**config.mk**
```make
export PLATFORM = sky130hd
export DESIGN_NAME = dphy_rx_lane
export DESIGN_NICKNAME = d
export VERILOG_FILES = /design/src/hw/dphy_rx_pkg.sv /design/src/hw/lane_pins_if.sv /design/src/hw/dphy_rx_lane.sv /design/src/hw/pin_filter.sv
export SDC_FILE = /design/constraint.sdc
export NUM_CORES = 1
export LEC_CHECK = 0
export ABC_CLOCK_PERIOD_IN_PS = 2800
export BUFFER_PORTS_ARGS = -buffer_cell sky130_fd_sc_hd__buf_2
export CAP_MARGIN = 20
export CORE_MARGIN = 2
export CORE_UTILIZATION = 30
export DETAILED_ROUTE_END_ITERATION = 7
export GPL_ROUTABILITY_DRIVEN = 1
export HOLD_SLACK_MARGIN = 0.08
export SYNTH_ARGS = -nofsm -noshare
export SYNTH_HDL_FRONTEND = slang
export SYNTH_HIERARCHICAL = 1
export SYNTH_SLANG_ARGS = --single-unit
```
**constraint.sdc**
```tcl
create_clock -name mclk -period 2.8 [get_ports mclk]
set_input_delay 0.56 -clock mclk [delete_from_list [all_inputs] [get_ports mclk]]
set_output_delay 0.56 -clock mclk [all_outputs]
set_load 0.1 [all_outputs]
```
**src/hw/dphy_rx_pkg.sv**
```systemverilog
package dphy_rx_pkg;
    // Line states as {p, n}
    localparam logic [1:0] LP_11 = 2'h3;
    localparam logic [1:0] LP_10 = 2'h2;
    localparam logic [1:0] LP_01 = 2'h1;
    localparam logic [1:0] LP_00 = 2'h0;
    // HS leader byte, bit 0 earliest
    localparam logic [7:0] HS_SYNC_BYTE = 8'hb8;
    // Escape entry commands, first received bit in bit 7
    localparam logic [7:0] CMD_LPDT = 8'he1;
    localparam logic [7:0] CMD_ULPS = 8'h1e;
    localparam logic [7:0] CMD_TRIG_RESET = 8'h62;
    localparam logic [7:0] CMD_TRIG_UNK3 = 8'h5d;
    localparam logic [7:0] CMD_TRIG_UNK4 = 8'h21;
    localparam logic [7:0] CMD_TRIG_UNK5 = 8'ha0;
    localparam logic [3:0] TRIG_RESET = 4'h1;
    localparam logic [3:0] TRIG_UNK3 = 4'h2;
    localparam logic [3:0] TRIG_UNK4 = 4'h4;
    localparam logic [3:0] TRIG_UNK5 = 4'h8;
    // Byte-clock half period in bits
    localparam logic [2:0] BYTE_CLK_HALF = 3'h4;
    // Clock-lane activity window
    localparam int CLK_MHZ = 200;
    localparam int ACT_WINDOW_NS = 100;
    localparam int ACT_WINDOW_CYC = (ACT_WINDOW_NS * CLK_MHZ) / 1000;
    localparam logic [7:0] ACT_WINDOW = 8'(ACT_WINDOW_CYC);
    // Synchroniser width: clk lp(2), dat lp(2), hs clk, hs dat, force
    localparam int PIN_W = 7;

    typedef enum logic [3:0] {
        ST_STOP    = 4'h0,
        ST_HS_RQ   = 4'h1,
        ST_HS      = 4'h3,
        ST_ESC_RQ  = 4'h2,
        ST_ESC_BR  = 4'h6,
        ST_ESC_AK  = 4'h7,
        ST_ESC_CMD = 4'h5,
        ST_ESC_RUN = 4'h4,
        ST_WAIT    = 4'hc
    } lane_state_t;

    typedef enum logic [2:0] {
        CL_STOP   = 3'h0,
        CL_HS_RQ  = 3'h1,
        CL_HS     = 3'h3,
        CL_ULP_RQ = 3'h2,
        CL_ULP    = 3'h6
    } clk_state_t;
endpackage

```
**src/hw/lane_pins_if.sv**
```systemverilog
`timescale 1ns/1ps
// Filtered lane pins passed from the synchroniser to the receiver core
interface lane_pins_if;
    logic [1:0] clk_lp;
    logic [1:0] dat_lp;
    logic       hs_clk;
    logic       hs_dat;
    logic       force_reinit;
    modport src  (output clk_lp, dat_lp, hs_clk, hs_dat, force_reinit);
    modport sink (input clk_lp, dat_lp, hs_clk, hs_dat, force_reinit);
endinterface

```
**src/hw/dphy_rx_lane.sv**
```systemverilog
`timescale 1ns/1ps
module dphy_rx_lane (
    input  wire logic       mclk,
    input  wire logic       arst_n,
    input  wire logic       clk_lp_p,
    input  wire logic       clk_lp_n,
    input  wire logic       dat_lp_p,
    input  wire logic       dat_lp_n,
    input  wire logic       hs_clk_in,
    input  wire logic       hs_dat_in,
    input  wire logic       force_reinit,
    output logic            clock_lane_hs_clock_active,
    output logic            clock_lane_ulp_state_n,
    output logic            hs_byte_clk,
    output logic [7:0]      hs_data,
    output logic            hs_valid,
    output logic            hs_active,
    output logic            hs_sync_seen,
    output logic            esc_clk,
    output logic            esc_lpdt_mode,
    output logic            esc_ulps,
    output logic [3:0]      esc_trigger,
    output logic [7:0]      esc_data,
    output logic            esc_valid
);
    lane_pins_if lane ();

    pin_filter u_filter (
        .mclk   (mclk),
        .arst_n (arst_n),
        .pins   ({force_reinit, hs_dat_in, hs_clk_in, dat_lp_p, dat_lp_n, clk_lp_p, clk_lp_n}),
        .lane   (lane)
    );

    // Trigger bit for a command, zero when not a trigger
    function automatic logic [3:0] trig_of(input logic [7:0] cmd);
        case (cmd)
            dphy_rx_pkg::CMD_TRIG_RESET: trig_of = dphy_rx_pkg::TRIG_RESET;
            dphy_rx_pkg::CMD_TRIG_UNK3:  trig_of = dphy_rx_pkg::TRIG_UNK3;
            dphy_rx_pkg::CMD_TRIG_UNK4:  trig_of = dphy_rx_pkg::TRIG_UNK4;
            dphy_rx_pkg::CMD_TRIG_UNK5:  trig_of = dphy_rx_pkg::TRIG_UNK5;
            default:                     trig_of = 4'h0;
        endcase
    endfunction

    // ---------------- Clock lane ----------------
    dphy_rx_pkg::clk_state_t cl_state_r;
    dphy_rx_pkg::clk_state_t cl_state_nxt;
    logic                    hs_clk_prev_r;
    logic [7:0]              act_cnt_r;
    logic                    cl_active_r;
    logic                    cl_ulp_n_r;
    logic                    hs_edge;

    assign hs_edge = lane.hs_clk ^ hs_clk_prev_r;

    // Stop from any state; LP-01 then LP-00 is HS, LP-10 then LP-00 is ULP
    always_comb
    begin
        cl_state_nxt = cl_state_r;
        if (lane.clk_lp == dphy_rx_pkg::LP_11)
            cl_state_nxt = dphy_rx_pkg::CL_STOP;
        else
        begin
            case (cl_state_r)
                dphy_rx_pkg::CL_STOP:
                    if (lane.clk_lp == dphy_rx_pkg::LP_01)
                        cl_state_nxt = dphy_rx_pkg::CL_HS_RQ;
                    else if (lane.clk_lp == dphy_rx_pkg::LP_10)
                        cl_state_nxt = dphy_rx_pkg::CL_ULP_RQ;
                dphy_rx_pkg::CL_HS_RQ:
                    if (lane.clk_lp == dphy_rx_pkg::LP_00)
                        cl_state_nxt = dphy_rx_pkg::CL_HS;
                dphy_rx_pkg::CL_ULP_RQ:
                    if (lane.clk_lp == dphy_rx_pkg::LP_00)
                        cl_state_nxt = dphy_rx_pkg::CL_ULP;
                dphy_rx_pkg::CL_HS, dphy_rx_pkg::CL_ULP:
                    cl_state_nxt = cl_state_r;
                default:
                    cl_state_nxt = dphy_rx_pkg::CL_STOP;
            endcase
        end
    end

    // Activity window restarts on every DDR edge
    always_ff @(posedge mclk or negedge arst_n)
    begin
        if (!arst_n)
        begin
            cl_state_r    <= dphy_rx_pkg::CL_STOP;
            hs_clk_prev_r <= 1'b0;
            act_cnt_r     <= 8'h00;
            cl_active_r   <= 1'b0;
            cl_ulp_n_r    <= 1'b1;
        end
        else
        begin
            cl_state_r    <= cl_state_nxt;
            hs_clk_prev_r <= lane.hs_clk;
            if (cl_state_nxt != dphy_rx_pkg::CL_HS)
                act_cnt_r <= 8'h00;
            else if (hs_edge)
                act_cnt_r <= dphy_rx_pkg::ACT_WINDOW;
            else if (act_cnt_r != 8'h00)
                act_cnt_r <= act_cnt_r - 8'h01;
            cl_active_r <= (cl_state_nxt == dphy_rx_pkg::CL_HS)
                           && (hs_edge || act_cnt_r > 8'h01);
            cl_ulp_n_r  <= (cl_state_nxt != dphy_rx_pkg::CL_ULP);
        end
    end

    // ---------------- Data lane ----------------
    dphy_rx_pkg::lane_state_t st_r;
    dphy_rx_pkg::lane_state_t st_nxt;
    logic [1:0] lp_prev_r;
    logic       lp_changed;
    logic       esc_bit_evt;
    logic       esc_bit;
    logic [7:0] esc_sh_r;
    logic [7:0] esc_sh_nxt;
    logic [2:0] esc_cnt_r;
    logic       cmd_done;
    logic [7:0] hs_sh_r;
    logic [7:0] hs_sh_nxt;
    logic [2:0] hs_cnt_r;
    logic       hs_bit_evt;
    logic       hs_sync_hit;
    logic       hs_byte_done;
    logic       stop_seen;

    assign stop_seen   = (lane.dat_lp == dphy_rx_pkg::LP_11) || lane.force_reinit;
    assign lp_changed  = lane.dat_lp != lp_prev_r;
    // Spaced-one-hot: mark after a space carries one bit
    assign esc_bit_evt = lp_changed && (lp_prev_r == dphy_rx_pkg::LP_00)
                         && (lane.dat_lp == dphy_rx_pkg::LP_10
                             || lane.dat_lp == dphy_rx_pkg::LP_01)
                         && (st_r == dphy_rx_pkg::ST_ESC_CMD || st_r == dphy_rx_pkg::ST_ESC_RUN);
    assign esc_bit     = (lane.dat_lp == dphy_rx_pkg::LP_10);
    assign esc_sh_nxt  = (st_r == dphy_rx_pkg::ST_ESC_CMD) ? {esc_sh_r[6:0], esc_bit}
                                                           : {esc_bit, esc_sh_r[7:1]};
    assign cmd_done    = esc_bit_evt && (st_r == dphy_rx_pkg::ST_ESC_CMD) && (esc_cnt_r == 3'h7);
    assign hs_bit_evt  = (st_r == dphy_rx_pkg::ST_HS) && hs_edge;
    assign hs_sh_nxt   = {lane.hs_dat, hs_sh_r[7:1]};
    assign hs_sync_hit = hs_bit_evt && !hs_active && (hs_sh_nxt == dphy_rx_pkg::HS_SYNC_BYTE);
    assign hs_byte_done = hs_bit_evt && hs_active && (hs_cnt_r == 3'h7);

    // Lane mode sequencing; Stop or force returns to idle from anywhere
    always_comb
    begin
        st_nxt = st_r;
        if (stop_seen)
            st_nxt = dphy_rx_pkg::ST_STOP;
        else if (lp_changed || cmd_done)
        begin
            case (st_r)
                dphy_rx_pkg::ST_STOP:
                    st_nxt = (lane.dat_lp == dphy_rx_pkg::LP_01) ? dphy_rx_pkg::ST_HS_RQ :
                             (lane.dat_lp == dphy_rx_pkg::LP_10) ? dphy_rx_pkg::ST_ESC_RQ :
                             dphy_rx_pkg::ST_WAIT;
                dphy_rx_pkg::ST_HS_RQ:
                    st_nxt = (lane.dat_lp == dphy_rx_pkg::LP_00) ? dphy_rx_pkg::ST_HS
                                                                 : dphy_rx_pkg::ST_WAIT;
                dphy_rx_pkg::ST_ESC_RQ:
                    st_nxt = (lane.dat_lp == dphy_rx_pkg::LP_00) ? dphy_rx_pkg::ST_ESC_BR
                                                                 : dphy_rx_pkg::ST_WAIT;
                dphy_rx_pkg::ST_ESC_BR:
                    st_nxt = (lane.dat_lp == dphy_rx_pkg::LP_01) ? dphy_rx_pkg::ST_ESC_AK
                                                                 : dphy_rx_pkg::ST_WAIT;
                dphy_rx_pkg::ST_ESC_AK:
                    st_nxt = (lane.dat_lp == dphy_rx_pkg::LP_00) ? dphy_rx_pkg::ST_ESC_CMD
                                                                 : dphy_rx_pkg::ST_WAIT;
                dphy_rx_pkg::ST_ESC_CMD:
                    if (cmd_done)
                        st_nxt = (esc_sh_nxt == dphy_rx_pkg::CMD_LPDT
                                  || esc_sh_nxt == dphy_rx_pkg::CMD_ULPS
                                  || trig_of(esc_sh_nxt) != 4'h0) ? dphy_rx_pkg::ST_ESC_RUN
                                                                  : dphy_rx_pkg::ST_WAIT;
                dphy_rx_pkg::ST_HS, dphy_rx_pkg::ST_ESC_RUN, dphy_rx_pkg::ST_WAIT:
                    st_nxt = st_r;
                default:
                    st_nxt = dphy_rx_pkg::ST_STOP;
            endcase
        end
    end

    // Data-lane state and line history
    always_ff @(posedge mclk or negedge arst_n)
    begin
        if (!arst_n)
        begin
            st_r      <= dphy_rx_pkg::ST_STOP;
            lp_prev_r <= dphy_rx_pkg::LP_11;
        end
        else
        begin
            st_r      <= st_nxt;
            lp_prev_r <= lane.dat_lp;
        end
    end

    // HS deserialiser: sync hunt, then bytes every eight DDR edges
    always_ff @(posedge mclk or negedge arst_n)
    begin
        if (!arst_n)
        begin
            hs_sh_r      <= 8'h00;
            hs_cnt_r     <= 3'h0;
            hs_active    <= 1'b0;
            hs_sync_seen <= 1'b0;
            hs_valid     <= 1'b0;
            hs_data      <= 8'h00;
            hs_byte_clk  <= 1'b0;
        end
        else if (st_nxt != dphy_rx_pkg::ST_HS)
        begin
            hs_sh_r      <= 8'h00;
            hs_cnt_r     <= 3'h0;
            hs_active    <= 1'b0;
            hs_sync_seen <= 1'b0;
            hs_valid     <= 1'b0;
            hs_byte_clk  <= 1'b0;
        end
        else
        begin
            if (hs_bit_evt)
            begin
                hs_sh_r  <= hs_sh_nxt;
                hs_cnt_r <= hs_active ? hs_cnt_r + 3'h1 : 3'h0;
            end
            if (hs_sync_hit)
            begin
                hs_active    <= 1'b1;
                hs_sync_seen <= 1'b1;
                hs_byte_clk  <= 1'b1;
            end
            else if (hs_byte_done)
            begin
                hs_sync_seen <= 1'b0;
                hs_data      <= hs_sh_nxt;
                hs_valid     <= 1'b1;
                hs_byte_clk  <= 1'b1;
            end
            else if (hs_bit_evt && hs_active && hs_cnt_r + 3'h1 == dphy_rx_pkg::BYTE_CLK_HALF)
                hs_byte_clk <= 1'b0;
        end
    end

    // Escape receiver: command decode, LP data bytes, sticky mode flags
    always_ff @(posedge mclk or negedge arst_n)
    begin
        if (!arst_n)
        begin
            esc_sh_r      <= 8'h00;
            esc_cnt_r     <= 3'h0;
            esc_clk       <= 1'b0;
            esc_lpdt_mode <= 1'b0;
            esc_ulps      <= 1'b0;
            esc_trigger   <= 4'h0;
            esc_data      <= 8'h00;
            esc_valid     <= 1'b0;
        end
        else if (stop_seen)
        begin
            esc_cnt_r     <= 3'h0;
            esc_clk       <= 1'b0;
            esc_lpdt_mode <= 1'b0;
            esc_ulps      <= 1'b0;
            esc_trigger   <= 4'h0;
            esc_valid     <= 1'b0;
        end
        else
        begin
            esc_clk   <= (st_r == dphy_rx_pkg::ST_ESC_CMD || st_r == dphy_rx_pkg::ST_ESC_RUN)
                         && (lane.dat_lp[1] ^ lane.dat_lp[0]);
            esc_valid <= 1'b0;
            if (esc_bit_evt)
            begin
                esc_sh_r  <= esc_sh_nxt;
                esc_cnt_r <= esc_cnt_r + 3'h1;
            end
            if (cmd_done)
            begin
                esc_lpdt_mode <= (esc_sh_nxt == dphy_rx_pkg::CMD_LPDT);
                esc_ulps      <= (esc_sh_nxt == dphy_rx_pkg::CMD_ULPS);
                esc_trigger   <= trig_of(esc_sh_nxt);
            end
            else if (esc_bit_evt && esc_lpdt_mode && esc_cnt_r == 3'h7)
            begin
                esc_data  <= esc_sh_nxt;
                esc_valid <= 1'b1;
            end
        end
    end

    assign clock_lane_hs_clock_active = cl_active_r;
    assign clock_lane_ulp_state_n     = cl_ulp_n_r;
endmodule // dphy_rx_lane

```
**src/hw/pin_filter.sv**
```systemverilog
`timescale 1ns/1ps
// Three-stage synchroniser, a change counts once stages two and three agree
module pin_filter (
    input  wire logic                         mclk,
    input  wire logic                         arst_n,
    input  wire logic [dphy_rx_pkg::PIN_W-1:0] pins,
    lane_pins_if.src                          lane
);
    logic [dphy_rx_pkg::PIN_W-1:0] s1_r;
    logic [dphy_rx_pkg::PIN_W-1:0] s2_r;
    logic [dphy_rx_pkg::PIN_W-1:0] s3_r;
    logic [dphy_rx_pkg::PIN_W-1:0] stable_r;
    logic [dphy_rx_pkg::PIN_W-1:0] stable_nxt;

    // Per-bit update where the last two stages agree
    assign stable_nxt = (s2_r & s3_r) | (stable_r & (s2_r ^ s3_r));

    // Idle lines rest at LP-11, force released
    always_ff @(posedge mclk or negedge arst_n)
    begin
        if (!arst_n)
        begin
            s1_r     <= 7'h0f;
            s2_r     <= 7'h0f;
            s3_r     <= 7'h0f;
            stable_r <= 7'h0f;
        end
        else
        begin
            s1_r     <= pins;
            s2_r     <= s1_r;
            s3_r     <= s2_r;
            stable_r <= stable_nxt;
        end
    end

    assign lane.clk_lp       = stable_r[1:0];
    assign lane.dat_lp       = stable_r[3:2];
    assign lane.hs_clk       = stable_r[4];
    assign lane.hs_dat       = stable_r[5];
    assign lane.force_reinit = stable_r[6];
endmodule // pin_filter

```
Word level (Yosys, flattened, before mapping)
Index checks and enable logic that the tools add are counted.
Widths: inputs -> output; s select.
{ "totals": {"register_bits": 98, "input_bits": 9} }
{ "op_classes": {"add_sub_neg": 3, "magnitude_cmp": 1, "eq_ne": 34, "muxes": 54, "n_bitwise": 10, "n_reduce_logical": 44} }
{ "ops": {"columns": ["operator", "count"], "rows": [
  ["$mux 4", 15],
  ["$mux 8", 6],
  ["$mux 3", 10],
  ["$pmux 4 s7", 1],
  ["$eq 8x8->1 const B", 3],
  ["$mux 1", 20],
  ["$eq 4x3->1 const B", 4],
  ["$eq 8x7->1 const B", 2],
  ["$pmux 4 s4", 1],
  ["$logic_and 1x1->1", 15],
  ["$and 7x7->7", 2],
  ["$eq 3x3->1 const B", 4],
  ["$pmux 3 s4", 1],
  ["$reduce_bool 2->1", 5],
  ["$eq 3x2->1 const B", 3],
  ["$eq 2x2->1 const B", 4],
  ["$eq 4x2->1 const B", 2],
  ["$eq 8x5->1 const B", 1],
  ["$eq 8x6->1 const B", 1],
  ["$gt 8x1->1 const B", 1],
  ["$reduce_bool 4->1", 2],
  ["$reduce_bool 8->1", 1],
  ["$sub 8x1->8 const B", 1],
  ["$logic_or 1x1->1", 7],
  ["23 further kinds", 34]
]} }

Depth between registers and ports, before layout
{ "depth": {"word_depth": 20, "mapped_depth": 8, "ltp_nobuf": 7} }

Cells and area by module
Netlist, hierarchy kept.
{ "by_module_without_submodules": {"columns": ["module", "instances", "cells_each", "area_per_inst_um2"], "rows": [
  ["dphy_rx_lane", 1, 346, 3719.8],
  ["pin_filter", 1, 42, 860.8]
]} }

Least setup slack after synthesis
No wires, ideal clock.
{ "synth_timing": {"kind": "reg-to-reg", "startpoint": "register u_filter/stable_r[2] in the netlist's numbering", "endpoint": "register esc_data[0]", "setup_ns": 0.126, "t_arrival_ns": 2.210, "required_time_ns": 2.674, "path_slack_ns": 0.464, "path_stages_with_launch": 8, "n_path_buf": 0, "period_less_slack_ns": 2.336, "path_cell_list": "dfstp_2 -> inv_1 -> ha_1 -> and4bb_2 -> and2_4 -> nand3_4 -> nor3_4 -> mux2_4"} }
{ "synth_between": {"elab_chain_len": 8, "elab_cells_between_ends": 17, "classes_between": "eq/ne (4); mux (1); bitwise (2); reduce/logical (10)"} }
{ "synth_rtl": {"columns": ["item", "line_no", "text"], "rows": [
  ["start: declaration", "pin_filter.sv:12", "logic [dphy_rx_pkg::PIN_W-1:0] stable_r;"],
  ["start signal: assignment", "pin_filter.sv:33", "stable_r <= stable_nxt;"],
  ["$ne 2x2->1 (tied with other cells)", "dphy_rx_lane.sv:132", "assign lp_changed = lane.dat_lp != lp_prev_r;"],
  ["$logic_and 1x1->1 / $logic_or 1x1->1 (equally long branches)", "dphy_rx_lane.sv:134, dphy_rx_lane.sv:136", null],
  ["$logic_and 1x1->1", "dphy_rx_lane.sv:135", "&& (lane.dat_lp == dphy_rx_pkg::LP_10"],
  ["$logic_and 1x1->1", "dphy_rx_lane.sv:137", "&& (st_r == dphy_rx_pkg::ST_ESC_CMD || st_r == dphy_rx_pkg::ST_ESC_RUN);"],
  ["$logic_and 1x1->1 (2 in series)", "dphy_rx_lane.sv:141", "assign cmd_done = esc_bit_evt && (st_r == dphy_rx_pkg::ST_ESC_CMD) && (esc_cnt_r == 3'h7);"],
  ["$not 1->1 (no source line)", null, null],
  ["$reduce_and 3->1 (no source line)", null, null],
  ["end signal: assignment", "dphy_rx_lane.sv:289", "esc_data <= esc_sh_nxt;"],
  ["end: declaration", "dphy_rx_lane.sv:23", "output logic [7:0] esc_data,"]
]} }
Parallel ways exist; a longest one is shown, timed or not.
A chain may end at the register's enable or synchronous reset.

Worst setup path after layout
{ "layout_timing": {"startpoint": "register u_filter/stable_r[3] in the netlist's numbering", "endpoint": "register hs_sh_r[5]"} }
{ "layout_between": {"elab_chain_len": 17, "elab_cells_between_ends": 42, "classes_between": "eq/ne (11); mux (18); reduce/logical (13)"} }
{ "layout_rtl": {"columns": ["item", "line_no", "text"], "rows": [
  ["$eq 2x2->1", "dphy_rx_lane.sv:135, dphy_rx_lane.sv:138, dphy_rx_lane.sv:158", null],
  ["$mux 8", "dphy_rx_lane.sv:139", "assign esc_sh_nxt = (st_r == dphy_rx_pkg::ST_ESC_CMD) ? {esc_sh_r[6:0], esc_bit}"],
  ["$eq 8x8->1 (tied with other cells)", "dphy_rx_lane.sv:37", "case (cmd)"],
  ["$pmux 4 s4", "dphy_rx_lane.sv:37", null],
  ["$mux 4", "dphy_rx_lane.sv:173", "if (cmd_done)"],
  ["$mux 4", "dphy_rx_lane.sv:155", "case (st_r)"],
  ["$mux 4", "dphy_rx_lane.sv:153", "else if (lp_changed || cmd_done)"],
  ["$mux 4", "dphy_rx_lane.sv:151", "if (stop_seen)"],
  ["$reduce_bool 4->1", "dphy_rx_lane.sv:176", "|| trig_of(esc_sh_nxt) != 4'h0) ? dphy_rx_pkg::ST_ESC_RUN"],
  ["$logic_or 1x1->1", "dphy_rx_lane.sv:176", null],
  ["$mux 4", "dphy_rx_lane.sv:176", null],
  ["$mux 4", "dphy_rx_lane.sv:173", null],
  ["$pmux 4 s7", "dphy_rx_lane.sv:155", null],
  ["$mux 4", "dphy_rx_lane.sv:153", null],
  ["$mux 4 *", "dphy_rx_lane.sv:151", null],
  ["$ne 4x2->1 *", "dphy_rx_lane.sv:214", "else if (st_nxt != dphy_rx_pkg::ST_HS)"],
  ["$mux 8 / $reduce_bool 2->1 (equally long branches)", null, null],
  ["end signal: assignment", "dphy_rx_lane.sv:227", "hs_sh_r <= hs_sh_nxt;"],
  ["end: declaration", "dphy_rx_lane.sv:123", "logic [7:0] hs_sh_r;"]
]} }
Every way passes the cells marked *; elsewhere a longest branch is shown, timed or not. The select of a mux whose other input is x is not followed.

==> results.ini <==
[finish]
syn_to_final_growth_pct=15.0
layout.cells.non_filler=622
nNetsFinal=457
final_layout_size_suffix_gt1_share_pct=27.7
design_area_sq_um=5270
finalCoreUtilization_pct=35.0

[power]
ir_drop_mv=0.271
power_density_nw_per_um2=772
leakagePower_nw=2.44
power.total_mw=4.07

[timing]
finalMaxSlewViolations=0
finalCritPeriodShare_pct=90.3
clock_skew_ns=0.0116
fmax_mhz=395
final-hold-violation-count=0
rsz0062_at_grt=no
min_period_ns=2.53
setup-violations-final=0
slew_headroom_pct=60.1
worst_pin_slew_ns=0.594
setup_tns_ns=0

[drt]
drt-pass1-iter-count=5
dr.max_layer_used=met4
first_iter_violations=181
vias=3051
drc=0
wl_um=8750
wl_met2_um=4020
wl_met1_um=4120
dr_wl_met3_um=406
viasPerCell=4.91
ant_nets=0
wl_per_cell_um=14.1

[die]
start_util_pct=30.5
top_level_ports=39
core-area_sq_um=15000
fp.dieW_um=128
dieArea_sq_um=16300
fp.dieH_um=128
placementRows=45

[cts]
cts_hold_buf=0
cts_tree=yes
insertion_delay_ns=0.35
postCtsResizedCells=0
htree_num_levels=3
cts_setup_buffers=0
root_buffer=clkbuf_16
cts_buffers=9
clkSinkCount=97
cts.clk_slew.worst_paths_ns=0.07
cts_buffer_depth=2

[hold_path]
min_path_type=primary input to async pin

[synthesis]
synthCells=388
yosysSeqAreaShare_pct=53.5
ys_types=64
yosysMostFrequentCell=dfrtp_1
synthDominantCellAreaShare_pct=42.6
yosysTopAreaCell=dfrtp_1
synth.net_count=416
synth_top_flop_cell=dfrtp_1
ys_warn_count=6
synth-edff-count=0
syn-cell-area_sq_um=4580
synth-seq-cells=97
avgSynthCellArea_sq_um=11.8
yosys-top-cells-area=dfrtp_1 43%, dfstp_2 11%, ha_1 5.2%
async_flop_share_pct=100
ys_top_cells_by_count=78 x dfrtp_1, 28 x nand2_1, 28 x nor2_1

[global_route]
grt_first_pass_wirelength_um=15200
grt-ovfl-total=0
grtUsageTotal_pct=11.6
grt_pass1_vias=3143
grt_max_degree=71
antenna_found_initial=1

[worst_setup_path]
rr_worst_depth=7
crit_fanout=9
crit_path_end_kind=register
arrival_ns=2.77
critPathKind=register to register
crit_required_ns=3.04
startpoint_type=register

[placement]
place_congestion=0.873
place_area_sq_um=4970
dp_cells=606
io_buffers=38
dp_hpwl_um=5980

[run_status]
status=finished, final reports clean

[run]
drv_cap=0

==> cell usage in the layout (no fill, tap or decap), types with 4 or more instances in the layout <==
| master | instances |
|---|---|
| dfrtp_1 | 78 |
| buf_2 | 37 |
| nor2_1 | 28 |
| nand2_1 | 28 |
| mux2i_1 | 22 |
| a21oi_1 | 20 |
| inv_1 | 19 |
| ha_1 | 19 |
| dfstp_2 | 19 |
| mux2_2 | 13 |
| o21ai_0 | 12 |
| nand3_1 | 10 |
| nor4_2 | 10 |
| a21o_1 | 9 |
| clkbuf_16 | 9 |
| xor2_1 | 7 |
| nor3_1 | 7 |
| buf_4 | 7 |
| nand2b_1 | 4 |
| nand4_1 | 4 |
==> layout make-up <==
| type | count | area, sq um |
|---|---|---|
| antenna | 1 | 2.50 |
| tap | 188 | 235 |
| multi-input combinational | 257 | 1950 |
| clock inverter | 4 | 52.6 |
| fill | 1433 | 9770 |
| inverter | 19 | 71.3 |
| timing repair buffer | 45 | 258 |
| clock buffer | 11 | 243 |
| sequential | 97 | 2450 |
==> worst max-delay path: stages, from the launching register on <==
cell and delay (ns):
dfstp_2 0.62, inv_1 0.08, ha_1 0.34, inv_1 0.08, o311ai_0 0.52, o2111ai_2 0.28
buf_4 0.27, nor4_2 0.23
==> metal layers <==
layer,track usage [%],vias up
li1,-,1460
met1,15.1,1505
met2,17.8,69
met3,3.60,17
met4,5.17,0
met5,0,-
==> cell families (layout without fill, tap and decap cells) <==
logic type / Yosys count / count (layout) / share of synthesized area [%]
other: 0 / 1 / 0
buffers and inverters: 34 / 79 / 3.85
multiplexers: 37 / 37 / 8.66
flip-flops: 97 / 97 / 53.5
XOR/XNOR: 10 / 10 / 1.91
AND/OR/NAND/NOR: 128 / 128 / 17.0
adder cells (fa/ha/maj): 19 / 19 / 5.19
AO/OA/AOI/OAI: 63 / 63 / 9.83
==> power by group <==
group          total (mW)  internal, mW  switching (mW)
sequential           1.72          1.55           0.171
clock                1.24         0.716           0.525
combinational        1.10         0.403           0.701
total                4.07          2.67            1.40
==> stage by stage <==
step / setup slack, ns / hold slack (ns)
global route: 0.124 / 0.148
CTS: 0.243 / 0.133
floorplan: 0.464 / 0.264
global placement: 0.369 / 0.336
detailed placement: 0.283 / 0.339
finish: 0.271 / 0.132
==> state kept, by name (all words and copies together), names as in the netlist, 8 cells and up <==
signal	flops
act_cnt_r	8
esc_data	8
esc_sh_r	8
hs_data	8
==> worst paths after layout <==
check	from	end	slack, ns
max in group asynchronous	arst_n	u_filter/s1_r[3]	1.95
min in group mclk	clk_lp_p	u_filter/s1_r[1]	0.32
min reg2reg	u_filter/s1_r[6]	u_filter/s2_r[6]	0.35
max	u_filter/stable_r[3]	hs_sh_r[5]	0.27
max reg2reg	u_filter/stable_r[3]	hs_sh_r[5]	0.27
min	arst_n	act_cnt_r[4]	0.13
(Power assumes the default switching activity.)
